### src/logic/ire_pkg.sv
// Package of constants and carrier types for the infrared pulse endec
package ire_pkg;
    // Baud ticks per bit slot
    localparam int unsigned IRE_SLOT_TICKS = 16;
    // Transmit zero pulse shape: low 7, high 3, low 6
    localparam logic [3:0] IRE_TX_PULSE_START = 4'h7;
    localparam logic [3:0] IRE_TX_PULSE_END = 4'hA;
    // Decoder counter landmarks
    localparam logic [3:0] IRE_RX_UPDATE_CNT = 4'h8;
    localparam logic [3:0] IRE_RX_WINDOW_OPEN_CNT = 4'hC;
    localparam logic [3:0] IRE_CNT_ZERO = 4'h0;
    localparam logic [3:0] IRE_CNT_LAST = 4'hF;
    // Divisor width and its reset value
    localparam int unsigned IRE_DIV_W = 16;
    localparam logic [15:0] IRE_DIV_RESET = 16'hFFFF;
    localparam logic [15:0] IRE_DIV_ONE = 16'h0001;

    // Decoder states
    typedef enum logic [1:0] {
        IRE_RX_IDLE,
        IRE_RX_FIRST,
        IRE_RX_WAIT,
        IRE_RX_OPEN
    } ire_rx_state_e;

    // Pin-side signals grouped together
    typedef struct packed {
        logic tx_pin;
        logic uart_rxd;
    } ire_pins_s;
endpackage : ire_pkg

### src/logic/ire_baud_tick.sv
// Baud tick generator: one pulse every divisor system clocks (16x bit rate)
`timescale 1ns/1ps
module ire_baud_tick
    import ire_pkg::*;
#(
    parameter int unsigned DIV_W = IRE_DIV_W
)
(
    input wire logic ref_clk,
    input wire logic reset,
    input wire logic [DIV_W-1:0] baud_divisor,
    output logic tick
);
    logic [DIV_W-1:0] cnt_r; // Counts system clocks within one tick period

    // Counter reloads after reaching divisor; divisor 0 is treated as 1
    always_ff @(posedge ref_clk)
    begin
        if (reset)
        begin
            cnt_r <= DIV_W'(IRE_DIV_ONE);
            tick <= 1'b0;
        end
        else if (cnt_r >= baud_divisor)
        begin
            cnt_r <= DIV_W'(IRE_DIV_ONE);
            tick <= 1'b1;
        end
        else
        begin
            cnt_r <= cnt_r + DIV_W'(IRE_DIV_ONE);
            tick <= 1'b0;
        end
    end
endmodule : ire_baud_tick

### src/logic/ire_endec.sv
// Infrared pulse encoder and decoder between the UART and the IR transceiver
`timescale 1ns/1ps
module ire_endec
    import ire_pkg::*;
#(
    parameter int unsigned DIV_W = IRE_DIV_W
)
(
    input wire logic ref_clk,
    input wire logic reset,
    input wire logic infrared_enable,
    input wire logic [DIV_W-1:0] baud_divisor,
    input wire logic uart_txd,
    input wire logic ir_pulse_in,
    output logic ir_modulated_out,
    output logic uart_rxd,
    output logic baud_tick
);
    logic tick; // 16x bit-rate tick
    logic pin_meta_r; // First synchroniser stage
    logic pin_sync_r; // Second synchroniser stage
    logic pin_prev_r; // Previous synchronised level
    logic fall; // Falling edge on the IR receive stream
    logic [3:0] tx_cnt_r; // Position within transmit slot
    logic tx_bit_r; // Bit latched at slot start
    logic tx_busy_r; // Transmit slot in progress
    logic [3:0] rx_cnt_r; // Decoder local counter
    logic rx_bit_r; // Decoded bit awaiting update at count 8
    ire_rx_state_e rx_state_r; // Decoder state
    ire_pins_s pins_nxt; // Next values of pin-side outputs

    // Settings (enable, divisor) come straight from UART control inputs
    ire_baud_tick #(.DIV_W(DIV_W)) u_tick (
        .ref_clk(ref_clk),
        .reset(reset),
        .baud_divisor(baud_divisor),
        .tick(tick)
    );

    // Receive pin comes from outside; two flops before any use
    always_ff @(posedge ref_clk)
    begin
        if (reset)
        begin
            pin_meta_r <= 1'b1;
            pin_sync_r <= 1'b1;
            pin_prev_r <= 1'b1;
        end
        else
        begin
            pin_meta_r <= ir_pulse_in;
            pin_sync_r <= pin_meta_r;
            pin_prev_r <= pin_sync_r;
        end
    end

    // Transceiver pulses pull low on light; falling edge marks a pulse
    assign fall = pin_prev_r & ~pin_sync_r;

    // Encoder slot counter: a slot starts on a tick with no slot in progress or when
    // a previous slot ended; an idle high line simply yields slots of ones
    always_ff @(posedge ref_clk)
    begin
        if (reset || !infrared_enable)
        begin
            tx_cnt_r <= IRE_CNT_ZERO;
            tx_bit_r <= 1'b1;
            tx_busy_r <= 1'b0;
        end
        else if (tick)
        begin
            if (!tx_busy_r || tx_cnt_r == IRE_CNT_LAST)
            begin
                // Latch one UART bit per 16-tick slot
                tx_bit_r <= uart_txd;
                tx_cnt_r <= IRE_CNT_ZERO;
                tx_busy_r <= 1'b1;
            end
            else
            begin
                tx_cnt_r <= tx_cnt_r + 4'h1;
            end
        end
    end

    // Decoder state machine with local counter and sampling window
    always_ff @(posedge ref_clk)
    begin
        if (reset || !infrared_enable)
        begin
            rx_state_r <= IRE_RX_IDLE;
            rx_cnt_r <= IRE_CNT_ZERO;
            rx_bit_r <= 1'b1;
        end
        else if (tx_busy_r && !tx_bit_r)
        begin
            // Own light may echo back; ignore receive while sending zeros
            rx_state_r <= IRE_RX_IDLE;
            rx_cnt_r <= IRE_CNT_ZERO;
            rx_bit_r <= 1'b1;
        end
        else
        begin
            case (rx_state_r)
                IRE_RX_IDLE:
                begin
                    if (fall)
                    begin
                        // First edge from idle decodes as zero
                        rx_bit_r <= 1'b0;
                        rx_cnt_r <= IRE_CNT_ZERO;
                        rx_state_r <= IRE_RX_FIRST;
                    end
                end
                IRE_RX_FIRST, IRE_RX_WAIT:
                begin
                    // Edges before the window opens are ignored; the count keeps
                    // running so a stray edge cannot swallow a tick
                    if (tick)
                    begin
                        rx_cnt_r <= rx_cnt_r + 4'h1;
                        if (rx_cnt_r + 4'h1 == IRE_RX_UPDATE_CNT)
                        begin
                            // Decoded bit goes out now; wait for the window
                            rx_state_r <= IRE_RX_WAIT;
                        end
                        else if (rx_cnt_r + 4'h1 == IRE_RX_WINDOW_OPEN_CNT)
                        begin
                            rx_state_r <= IRE_RX_OPEN;
                        end
                    end
                end
                IRE_RX_OPEN:
                begin
                    if (fall)
                    begin
                        // Pulse inside window: zero, resynchronise counter
                        rx_bit_r <= 1'b0;
                        rx_cnt_r <= IRE_CNT_ZERO;
                        rx_state_r <= IRE_RX_FIRST;
                    end
                    else if (tick)
                    begin
                        rx_cnt_r <= rx_cnt_r + 4'h1;
                        if (rx_cnt_r + 4'h1 == IRE_RX_UPDATE_CNT)
                        begin
                            // Window closed empty: this bit is a one
                            rx_bit_r <= 1'b1;
                            rx_state_r <= IRE_RX_IDLE;
                        end
                    end
                end
                default:
                begin
                    rx_state_r <= IRE_RX_IDLE;
                end
            endcase
        end
    end

    // Next pin-side values; with infrared enabled the UART only sees the rebuilt level, so
    // counter resyncs never produce extra UART edges
    always_comb
    begin
        pins_nxt.tx_pin = 1'b0;
        pins_nxt.uart_rxd = uart_rxd;
        if (infrared_enable)
        begin
            // Zero slot: high only during ticks 7..9
            if (tx_busy_r && !tx_bit_r && tx_cnt_r >= IRE_TX_PULSE_START
                && tx_cnt_r < IRE_TX_PULSE_END)
            begin
                pins_nxt.tx_pin = 1'b1;
            end
            // Update UART input at count 8 or when the window closes empty
            if (rx_cnt_r == IRE_RX_UPDATE_CNT || rx_state_r == IRE_RX_IDLE)
            begin
                pins_nxt.uart_rxd = rx_bit_r;
            end
        end
        else
        begin
            // Bypass: raw UART line drives the pin, pin feeds UART
            pins_nxt.tx_pin = uart_txd;
            pins_nxt.uart_rxd = pin_sync_r;
        end
    end

    // Registered outputs
    always_ff @(posedge ref_clk)
    begin
        if (reset)
        begin
            ir_modulated_out <= 1'b0;
            uart_rxd <= 1'b1;
            baud_tick <= 1'b0;
        end
        else
        begin
            ir_modulated_out <= pins_nxt.tx_pin;
            uart_rxd <= pins_nxt.uart_rxd;
            baud_tick <= tick;
        end
    end
endmodule : ire_endec

### config.mk
export PLATFORM = sky130hd
export DESIGN_NAME = ire_endec
export DESIGN_NICKNAME = d
export VERILOG_FILES = /design/src/logic/ire_pkg.sv /design/src/logic/ire_baud_tick.sv /design/src/logic/ire_endec.sv
export SDC_FILE = /design/constraint.sdc
export NUM_CORES = 1
export LEC_CHECK = 0
export BUFFER_PORTS_ARGS = -buffer_cell sky130_fd_sc_hd__buf_2
export CAP_MARGIN = 20
export CORE_ASPECT_RATIO = 1.4
export CORE_MARGIN = 1
export CORE_UTILIZATION = 62
export DETAILED_ROUTE_END_ITERATION = 12
export HOLD_SLACK_MARGIN = 0.08
export PLACE_DENSITY = 0.95
export SYNTH_ARGS = -nofsm -noshare
export SYNTH_HDL_FRONTEND = slang
export SYNTH_SLANG_ARGS = --single-unit
### constraint.sdc
create_clock -name ref_clk -period 3.41 [get_ports ref_clk]
set_input_delay 0.341 -clock ref_clk [delete_from_list [all_inputs] [get_ports ref_clk]]
set_output_delay 0.341 -clock ref_clk [all_outputs]
set_load 0.01 [all_outputs]
==> results of run 1 <==
==> area by class of cell <==
| class | instances | area, um2 |
|---|---|---|
| Inverter | 24 | 90.1 |
| Tap cell | 39 | 48.8 |
| Multi-Input combinational cell | 178 | 1180 |
| Fill cell | 268 | 867 |
| Sequential cell | 36 | 721 |
| Clock buffer | 7 | 96.3 |
| Timing Repair Buffer | 23 | 115 |
==> path summary, 6_finish.rpt <==
path,slack [ns],cells after the start,from,end
worst max-delay path,0.89,7,u_tick.cnt_r[0],u_tick.cnt_r[0]
worst min-delay path,0.23,2,ir_pulse_in,pin_meta_r
worst max register to register,0.89,7,u_tick.cnt_r[0],u_tick.cnt_r[0]
worst min register to register,0.42,1,pin_meta_r,pin_sync_r
==> state kept, by name (all words and copies together) (netlist names), 2 cells and up <==
| register | flops |
|---|---|
| u_tick.cnt_r | 16 |
| tx_cnt_r | 4 |
| rx_state_r | 2 |
| rx_cnt_r | 4 |
==> layout by cell type (no fill, tap or decap), drive strengths merged <==
| cell | synthesis | final |
|---|---|---|
| o21ai | 10 | 10 |
| ha | 22 | 22 |
| and2 | 4 | 4 |
| o31ai | 2 | 2 |
| a41oi | 1 | 1 |
| inv | 24 | 24 |
| a31oi | 4 | 4 |
| nand2b | 4 | 4 |
| a21oi | 12 | 12 |
| nor3b | 1 | 1 |
| xnor2 | 5 | 5 |
| or3 | 2 | 2 |
| clkbuf | 3 | 7 |
| nand3 | 12 | 12 |
| dfxtp | 36 | 36 |
| nand4 | 6 | 6 |
| a211oi | 2 | 2 |
| and3 | 7 | 7 |
| a21o | 1 | 1 |
| a311o | 1 | 1 |
| nor3 | 17 | 17 |
| buf | 3 | 23 |
| a211o | 2 | 2 |
| xor2 | 13 | 13 |
| o21a | 2 | 2 |
| or2 | 4 | 4 |
| a2111o | 1 | 1 |
| o22ai | 1 | 1 |
| nand2 | 21 | 21 |
| a32oi | 1 | 1 |
| mux2i | 3 | 3 |
| nor2 | 14 | 14 |
| nor2b | 3 | 3 |
==> logic make-up after synthesis <==
logic type	after synthesis
and+or+nand+nor	95
AOI/OAI and AO/OA	40
DFF	36
buffers and inverters	30
adders and majority gates	22
xor gates and xnor gates	18
muxes	3
==> worst max-delay path, delay by kind of cell (launching register included) <==
kind,cells,cell delay [ns]
AO/OA/AOI/OAI,2,0.75
adder cells (fa/ha/maj),1,0.26
buffers and inverters,1,0.07
flip-flops,1,0.39
AND/OR/NAND/NOR,3,0.93
==> report_power, final <==
part / switching, uW / internal [uW]
Sequential: 8.03 / 428
Clock: 148 / 180
Combinational: 37.1 / 34.2
==> stage by stage <==
stage	utilization [%]	cell area (um2)	setup WS [ns]
after floorplan	-	2030	1.17
after global placement	69.2	2160	0.951
after detailed placement	69.2	2160	0.903
after CTS	72.2	2260	0.874
after global routing	72.2	2260	0.745
final	72.2	2260	0.886
==> layer usage <==
| layer | vias up | wire, um |
|---|---|---|
| met5 | - | 0 |
| met4 | 0 | 150 |
| met3 | 15 | 172 |
| met2 | 48 | 2030 |
| met1 | 800 | 1550 |
| li1 | 894 | - |
==> reports/metrics.yaml, run 1 <==
run_status: "completed"
synth_adder_area_share_pct: 13.5
clock_sinks: 36
rows: 24
rsz0062_at_grt: "no"
slew_headroom_pct: 51.8
drt-vias-per-instance: 5.72
muxShareOfSynthArea_pct: 1.48
max_cap_violations: 0
worst_setup_path_end_kind: "flop"
clkTransAtPathRegs_ns: 0.06
min_period_ns: 2.52
num_vias: 1757
hold_viol_final: 0
tns_ns: 0
yosys.area_share.simple_pct: 23.2
gp_congestion: 0.898
clockBufferDepth: 2
arrival_ns: 2.69
cts-resized-gates: 0
power_density_mw_per_mm2: 370
dpl.cell_count: 300
crit_path_max_incr_delay_ns: 0.42
yosys-top-cells-count: "36 x dfxtp_1, 24 x inv_1, 22 x ha_1, 21 x nand2_1, 17 x nor3_1"
cts_tree: "done"
met3_usage_pct: 7.68
grt_max_degree: 17
use_met1_pct: 23.1
maxSlewViolCount: 0
syn_avg_cell_area_um2: 8.33
die_area_mm2: 0.00352
instances_no_fill: 307
grt_pass1_vias: 1685
critPathMaxFanout: 16
io_pins: 24
hpwl_mm: 2.99
grt_util_all_layers_pct: 24.9
numPortBuffers: 23
fmax_mhz: 396
top_usage_layer: "met2"
drtPass1Iterations: 4
initial_core_util_pct: 65.1
first_iter_violations: 39
postSynthCellCount: 244
yosys_register_bits: 36
synth-xor-area-share_pct: 7.75
synth_area_leaders: "dfxtp_1 35%, ha_1 14%, xor2_1 5.6%"
yosysTopAreaCell: "dfxtp_1"
syn_area_mm2: 0.00203
required_ns: 3.58
holdBufCountCts: 0
die_x_um: 50.4
min_path_type: "in -> reg"
power_uw: 835
coreArea_mm2: 0.00312
syn-num-nets: 287
synthFlopType: "dfxtp_1"
worst-setup-path-type: "reg -> reg"
met2_usage_pct: 44.6
synth_compound_area_share_pct: 12.3
ctsRootBufferMaster: "clkbuf_8"
finalClockSkew_ns: 0.00430
synth_cell_types: 34
route.detailed.drc: 0
finalSetupViolCount: 0
layout.nets: 311
diodes: 0
path_cells: "inv_1 > ha_1 > nand2b_1 > a2111o_1 > a311o_1 > and3_1 > or3_1"
wire_per_inst_um: 12.7
cts_setup_buffers: 0
worst_slew_pin_slew_ns: 0.715
ant_nets: 0
synth-edff-count: 0
worstSetupStartpointType: "flop"
cts_made_buffers: 5
p_leak_uw: 0.00100
yosysTopAreaCellShare_pct: 35.4
gr-total-overflow: 0
min_period_over_period_pct: 74.0
hold_ws_ns: 0.231
synth_top_family_by_area: "simple AND/OR/NAND/NOR gates"
ys_seq_area_share_pct: 35.4
ctsHtreeMaxLevel: 2
ys_warn_count: 0
peakVddDrop_uv: 249
drive_gt1_share_pct: 12.7
synth-async-reset-ratio_pct: 0
clock_latency_ns: 0.29
grt_pass1_wl_mm: 6.63
drt_wl_total_mm: 3.90
synth.most_common_cell: "dfxtp_1"
antenna_found_initial: 0
die_y_um: 69.8
syn_to_final_growth_pct: 11.0
slowest_stage: "or3_1"
(Power assumes the default switching activity.)
==> run 2: changes to the inputs <==
--- a/config.mk
+++ b/config.mk
@@ -5,14 +5,15 @@
 export SDC_FILE = /design/constraint.sdc
 export NUM_CORES = 1
 export LEC_CHECK = 0
+export ABC_AREA = 1
 export BUFFER_PORTS_ARGS = -buffer_cell sky130_fd_sc_hd__buf_2
 export CAP_MARGIN = 20
 export CORE_ASPECT_RATIO = 1.4
 export CORE_MARGIN = 1
-export CORE_UTILIZATION = 62
+export CORE_UTILIZATION = 58
 export DETAILED_ROUTE_END_ITERATION = 12
 export HOLD_SLACK_MARGIN = 0.08
-export PLACE_DENSITY = 0.95
+export PLACE_DENSITY = 0.9
 export SYNTH_ARGS = -nofsm -noshare
 export SYNTH_HDL_FRONTEND = slang
 export SYNTH_SLANG_ARGS = --single-unit
==> constraint.sdc (replaced) <==
create_clock -name ref_clk -period 2.5 [get_ports ref_clk]
set_input_delay 0.25 -clock ref_clk [delete_from_list [all_inputs] [get_ports ref_clk]]
set_output_delay 0.25 -clock ref_clk [all_outputs]
set_load 0.01 [all_outputs]
==> run 2 against run 1 <==
Hold slack worse by 0.096 ns. Die area is 15% higher. Via count is 7.2% higher. Setup slack worse by 0.11 ns. Clock skew is 0.0018 ns higher.
==> reports/metrics.yaml, run 2 <==
run_status: "completed"
synth_cell_types: 30
die_y_um: 74.8
required_ns: 2.72
crit_path_frequent_cell: "nor2_1"
ctsHtreeMaxLevel: 2
worstSetupStartpointType: "flop"
arrival_ns: 1.94
wire_per_inst_um: 11.2
drt-vias-per-instance: 5.08
clockBufferDepth: 2
syn_to_final_growth_pct: 11.3
first_iter_violations: 35
top_regs: "u_tick.cnt_r x16, rx_cnt_r x4, tx_cnt_r x4"
clock_latency_ns: 0.29
power_density_mw_per_mm2: 469
diodes: 0
io_pins: 24
holdBufCountCts: 0
coreArea_mm2: 0.00364
slew_headroom_pct: 78.1
yosysTopAreaCell: "dfxtp_1"
hpwl_mm: 3.25
yosys_register_bits: 36
worst_setup_path_end_kind: "flop"
maxSlewViolCount: 0
ys_warn_count: 0
yosysTopAreaCellShare_pct: 32.8
cts-resized-gates: 0
gr-total-overflow: 0
clkTransAtPathRegs_ns: 0.07
synth-edff-count: 0
ant_nets: 0
grt_util_all_layers_pct: 24.2
hold_viol_final: 0
worst_slew_pin_slew_ns: 0.329
max_cap_violations: 0
synthFlopType: "dfxtp_1"
drtPass1Iterations: 7
path_cells: "ha_1 > a21oi_1 > nor2_1 > nor2_1 > nand2_1 > nand2_1 > nand4_4 > nor2_1"
route.detailed.drc: 0
worst-setup-path-type: "reg -> reg"
drive_gt1_share_pct: 18.8
p_leak_uw: 0.00117
clock_sinks: 36
path_depth: 8
layout.cells.most_common: "nand2_1"
tns_ns: 0
finalSetupViolCount: 0
die_x_um: 54
num_vias: 1884
rsz0062_at_grt: "no"
crit_path_max_incr_delay_ns: 0.41
grt_max_degree: 16
endpoint: "u_tick.cnt_r[13]"
syn-num-nets: 344
peakVddDrop_uv: 442
critPathMaxFanout: 15
antenna_found_initial: 0
synth_area_leaders: "dfxtp_1 33%, ha_1 13%, nand2_1 10%"
crit_start: "u_tick.cnt_r[5]"
yosys-top-cells-count: "59 x nand2_1, 54 x inv_1, 36 x dfxtp_1, 24 x nor2_1, 22 x ha_1"
layout.nets: 372
cts_setup_buffers: 0
hold_ws_ns: 0.135
synth-async-reset-ratio_pct: 0
syn_avg_cell_area_um2: 7.30
crit_buf_inv: 0
synth.most_common_cell: "nand2_1"
grt_pass1_vias: 1798
cts_made_buffers: 5
largest_register_ffs: 16
ctsRootBufferMaster: "clkbuf_8"
final_cell_mix: "59 x nand2_1, 54 x inv_1, 36 x dfxtp_1"
cts_tree: "done"
fmax_mhz: 579
die_area_mm2: 0.00404
drt_wl_total_mm: 4.14
rows: 26
syn_area_mm2: 0.00220
grt_pass1_wl_mm: 6.96
initial_core_util_pct: 60.3
min_path_type: "in -> reg"
postSynthCellCount: 301
gp_congestion: 0.916
power_uw: 1150
finalClockSkew_ns: 0.00613
top_register: "u_tick.cnt_r"
ys_seq_area_share_pct: 32.8
min_period_ns: 1.73
min_period_over_period_pct: 69.1
numPortBuffers: 23
r2r-start: "u_tick.cnt_r[5]"
r2r_slack_ns: 0.77
path_delay_family: "simple AND/OR/NAND/NOR gates"
reg2reg_to: "u_tick.cnt_r[13]"
slowest_stage: "dfxtp_1"
reg2reg_depth: 8
run 2: report_power, final:
group | leakage [uW] | internal, uW | switching [uW]
Combinational | 0.000824 | 44.5 | 61.7
Sequential | 0.000292 | 585 | 9.06
Clock | 0.0000503 | 245 | 201
run 2: worst min path at each step:
stage / from / to / slack [ns] / cells past startpoint
floorplan: reset / baud_tick / 0.32 / 1
global placement: pin_meta_r / pin_sync_r / 0.39 / 1
detailed placement: pin_meta_r / pin_sync_r / 0.41 / 1
CTS: ir_pulse_in / pin_meta_r / 0.13 / 2
global route: ir_pulse_in / pin_meta_r / 0.13 / 2
finish: ir_pulse_in / pin_meta_r / 0.14 / 2
run 2: layer usage:
layer | up-vias | share of wire [%] | global-route usage, %
met5 | - | 0 | 0
met4 | 0 | 2.3 | 13.1
met3 | 11 | 3.2 | 8.08
met2 | 34 | 54 | 45.5
met1 | 838 | 40 | 21.8
li1 | 1001 | - | -
run 2: layout make-up:
| cell class | instances | area [um2] |
|---|---|---|
| sequential | 36 | 721 |
| timing repair buffer | 23 | 115 |
| clock buffer | 7 | 96.3 |
| fill | 337 | 1200 |
| multi-input combinational | 205 | 1240 |
| inverter | 58 | 218 |
| tap | 42 | 52.6 |
run 2: stage by stage:
stage | cells | utilization (%) | worst slack, ns | area (um2)
2_1_floorplan | 301 | - | 1.00 | 2200
3_3_place_gp | 364 | 64.4 | 0.832 | 2350
3_5_place_dp | 364 | 64.4 | 0.773 | 2350
4_1_cts | 371 | 67.1 | 0.778 | 2440
5_1_grt | 371 | 67.1 | 0.614 | 2440
6_report | 371 | 67.1 | 0.772 | 2440
run 2: kinds of logic after synthesis:
logic type | synth area share [%]
AO/OA/AOI/OAI | 7.46
XOR/XNOR | 5.98
buffers and inverters | 10.7
AND/OR/NAND/NOR | 30.5
flip-flops | 32.8
adder cells (fa/ha/maj) | 12.5
==> run 3: changes to the inputs <==
--- a/config.mk
+++ b/config.mk
@@ -5,7 +5,7 @@
 export SDC_FILE = /design/constraint.sdc
 export NUM_CORES = 1
 export LEC_CHECK = 0
-export ABC_AREA = 1
+export ABC_AREA = 0
 export BUFFER_PORTS_ARGS = -buffer_cell sky130_fd_sc_hd__buf_2
 export CAP_MARGIN = 20
 export CORE_ASPECT_RATIO = 1.4
==> constraint.sdc (replaced) <==
create_clock -name ref_clk -period 1.6 [get_ports ref_clk]
set_input_delay 0.16 -clock ref_clk [delete_from_list [all_inputs] [get_ports ref_clk]]
set_output_delay 0.16 -clock ref_clk [all_outputs]
set_load 0.01 [all_outputs]
==> run 3 against run 2 <==
The flow now finishes with violations (DRC, setup timing). Largest cell class unchanged. Flip-flop and latch count did not move. Sequential share of layout area shrank 1.6 points. Hold slack worse by 0.0060 ns. Highest routed layer unchanged. Die area fell by 7.2%.
==> reports/metrics.yaml, run 3 (synthesis results as in run 1) <==
power_density_mw_per_mm2: 694
tns_ns: -5.63
min_period_over_period_pct: 126
io_pins: 24
peakVddDrop_uv: 539
worst_setup_path_end_kind: "flop"
run_status: "finished with violations"
ctsRootBufferMaster: "clkbuf_8"
worst_slew_pin_slew_ns: 0.678
grt_max_degree: 15
finalSetupViolCount: 17
numPortBuffers: 23
finalWorstSetupSlack_ns: -0.424
rsz0062_at_grt: "yes"
grt_pass1_vias: 1995
num_vias: 1952
arrival_ns: 2.19
diodes: 0
coreArea_mm2: 0.00335
clock_latency_ns: 0.29
fmax_mhz: 494
instances_no_fill: 335
power_uw: 1810
initial_core_util_pct: 60.7
first_iter_violations: 74
cts_tree: "done"
p_leak_uw: 0.00116
wire_per_inst_um: 15.1
ctsHtreeMaxLevel: 2
drt_wl_total_mm: 5.05
clkTransAtPathRegs_ns: 0.07
path_cells: "inv_2 > ha_4 > nand2b_4 > a2111o_1 > a311o_1 > and3_4 > or3_1"
top_regs: "u_tick.cnt_r x16, rx_cnt_r x4, tx_cnt_r x4"
max_cap_violations: 0
min_path_type: "in -> reg"
worst-setup-path-type: "reg -> reg"
violations: "DRC, setup timing"
die_y_um: 72.1
crit_path_max_incr_delay_ns: 0.35
grt_pass1_wl_mm: 8.18
min_period_ns: 2.02
dpl.cell_count: 323
die_x_um: 52.0
die_area_mm2: 0.00375
layout.nets: 337
slew_headroom_pct: 54.3
grt_util_all_layers_pct: 29.3
critPathMaxFanout: 3
slowest_stage: "a2111o_1"
required_ns: 1.77
antenna_found_initial: 0
fin_util_pct: 77.9
layout.cells.most_common: "dfxtp_1"
drive_gt1_share_pct: 29.2
rows: 25
cts_made_buffers: 5
syn_to_final_growth_pct: 28.2
finalClockSkew_ns: 0.00367
route.detailed.drc: 2
worstSetupStartpointType: "flop"
preCtsSetupSlack_ns: -0.482
drt-vias-per-instance: 5.83
hpwl_mm: 3.39
clockBufferDepth: 2
maxSlewViolCount: 0
clock_sinks: 36
largest_register_ffs: 16
final_cell_mix: "31 x dfxtp_1, 24 x buf_4, 23 x inv_1, 23 x buf_2, 21 x nand2_1"
top_register: "u_tick.cnt_r"
hold_viol_final: 0
ant_nets: 0
drtPass1Iterations: 8
gr-total-overflow: 0
gp_congestion: 0.843
run 3: changes by cell type in the layout (fill, tap and decap cells not counted), moves of 4 or more:
cell     previous run  this run
dfxtp_2             0         5
and2_1              0         4
xor2_1              8        13
inv_1              54        23
dfxtp_1            36        31
nor2_1             24        13
nand2_1            59        21
buf_4               0        24
nor3_2              2        11
nor2_2             15         1
and3_1              0         6
nand3_1            19        12
run 3: power breakdown:
group	total (uW)	internal (uW)	switching, uW
logic	211	105	106
clock network	675	351	323
registers	925	913	11.8
total	1810	1370	441
run 3: per-stage QoR:
stage	hold WS, ns	instance area, um2
6_report	0.129	2610
5_1_grt	0.137	2610
4_1_cts	0.111	2560
3_5_place_dp	0.349	2360
3_3_place_gp	0.344	2360
2_1_floorplan	0.229	2060
run 3: timing repair:
item / in CTS / in global routing
endpoints found under the setup margin: 18 / 22
resized for setup: 17 / 11
hold endpoints to repair: 1 / 0
gates cloned: 1 / 0
setup buffers: 1 / 2
hold buffers: 1 / 0
pin swaps: 5 / 4
run 3: final timing paths:
kind                      to             from  depth (start not counted)  slack (ns)
min reg2reg       pin_sync_r       pin_meta_r                          1        0.42
min                 tx_bit_r         uart_txd                          3        0.13
max reg2reg  u_tick.cnt_r[0]  u_tick.cnt_r[0]                          7       -0.42
max          u_tick.cnt_r[0]  u_tick.cnt_r[0]                          7       -0.42
run 3: critical path, delay by kind of cell, from the launching register on:
kind / cells / cell delay (ns)
flops: 1 / 0.34
compound gates: 2 / 0.64
fa+ha+maj: 1 / 0.20
buf+inv: 1 / 0.05
simple gates: 3 / 0.68
run 3: area by class of cell:
cell class / count / area (um2)
Sequential cell: 36 / 727
Fill cell: 227 / 739
Tap cell: 40 / 50.0
Multi-Input combinational cell: 178 / 1330
Timing Repair Buffer: 49 / 320
Clock buffer: 8 / 90.1
Inverter: 24 / 90.1
run 3: routing by layer:
| metal | share of wire (%) | vias up | GRT usage [%] |
|---|---|---|---|
| li1 | - | 948 | - |
| met1 | 37 | 910 | 27.9 |
| met2 | 53 | 69 | 54.0 |
| met3 | 3.7 | 25 | 6.71 |
| met4 | 5.3 | 0 | 18.6 |
| met5 | 0 | - | 0 |
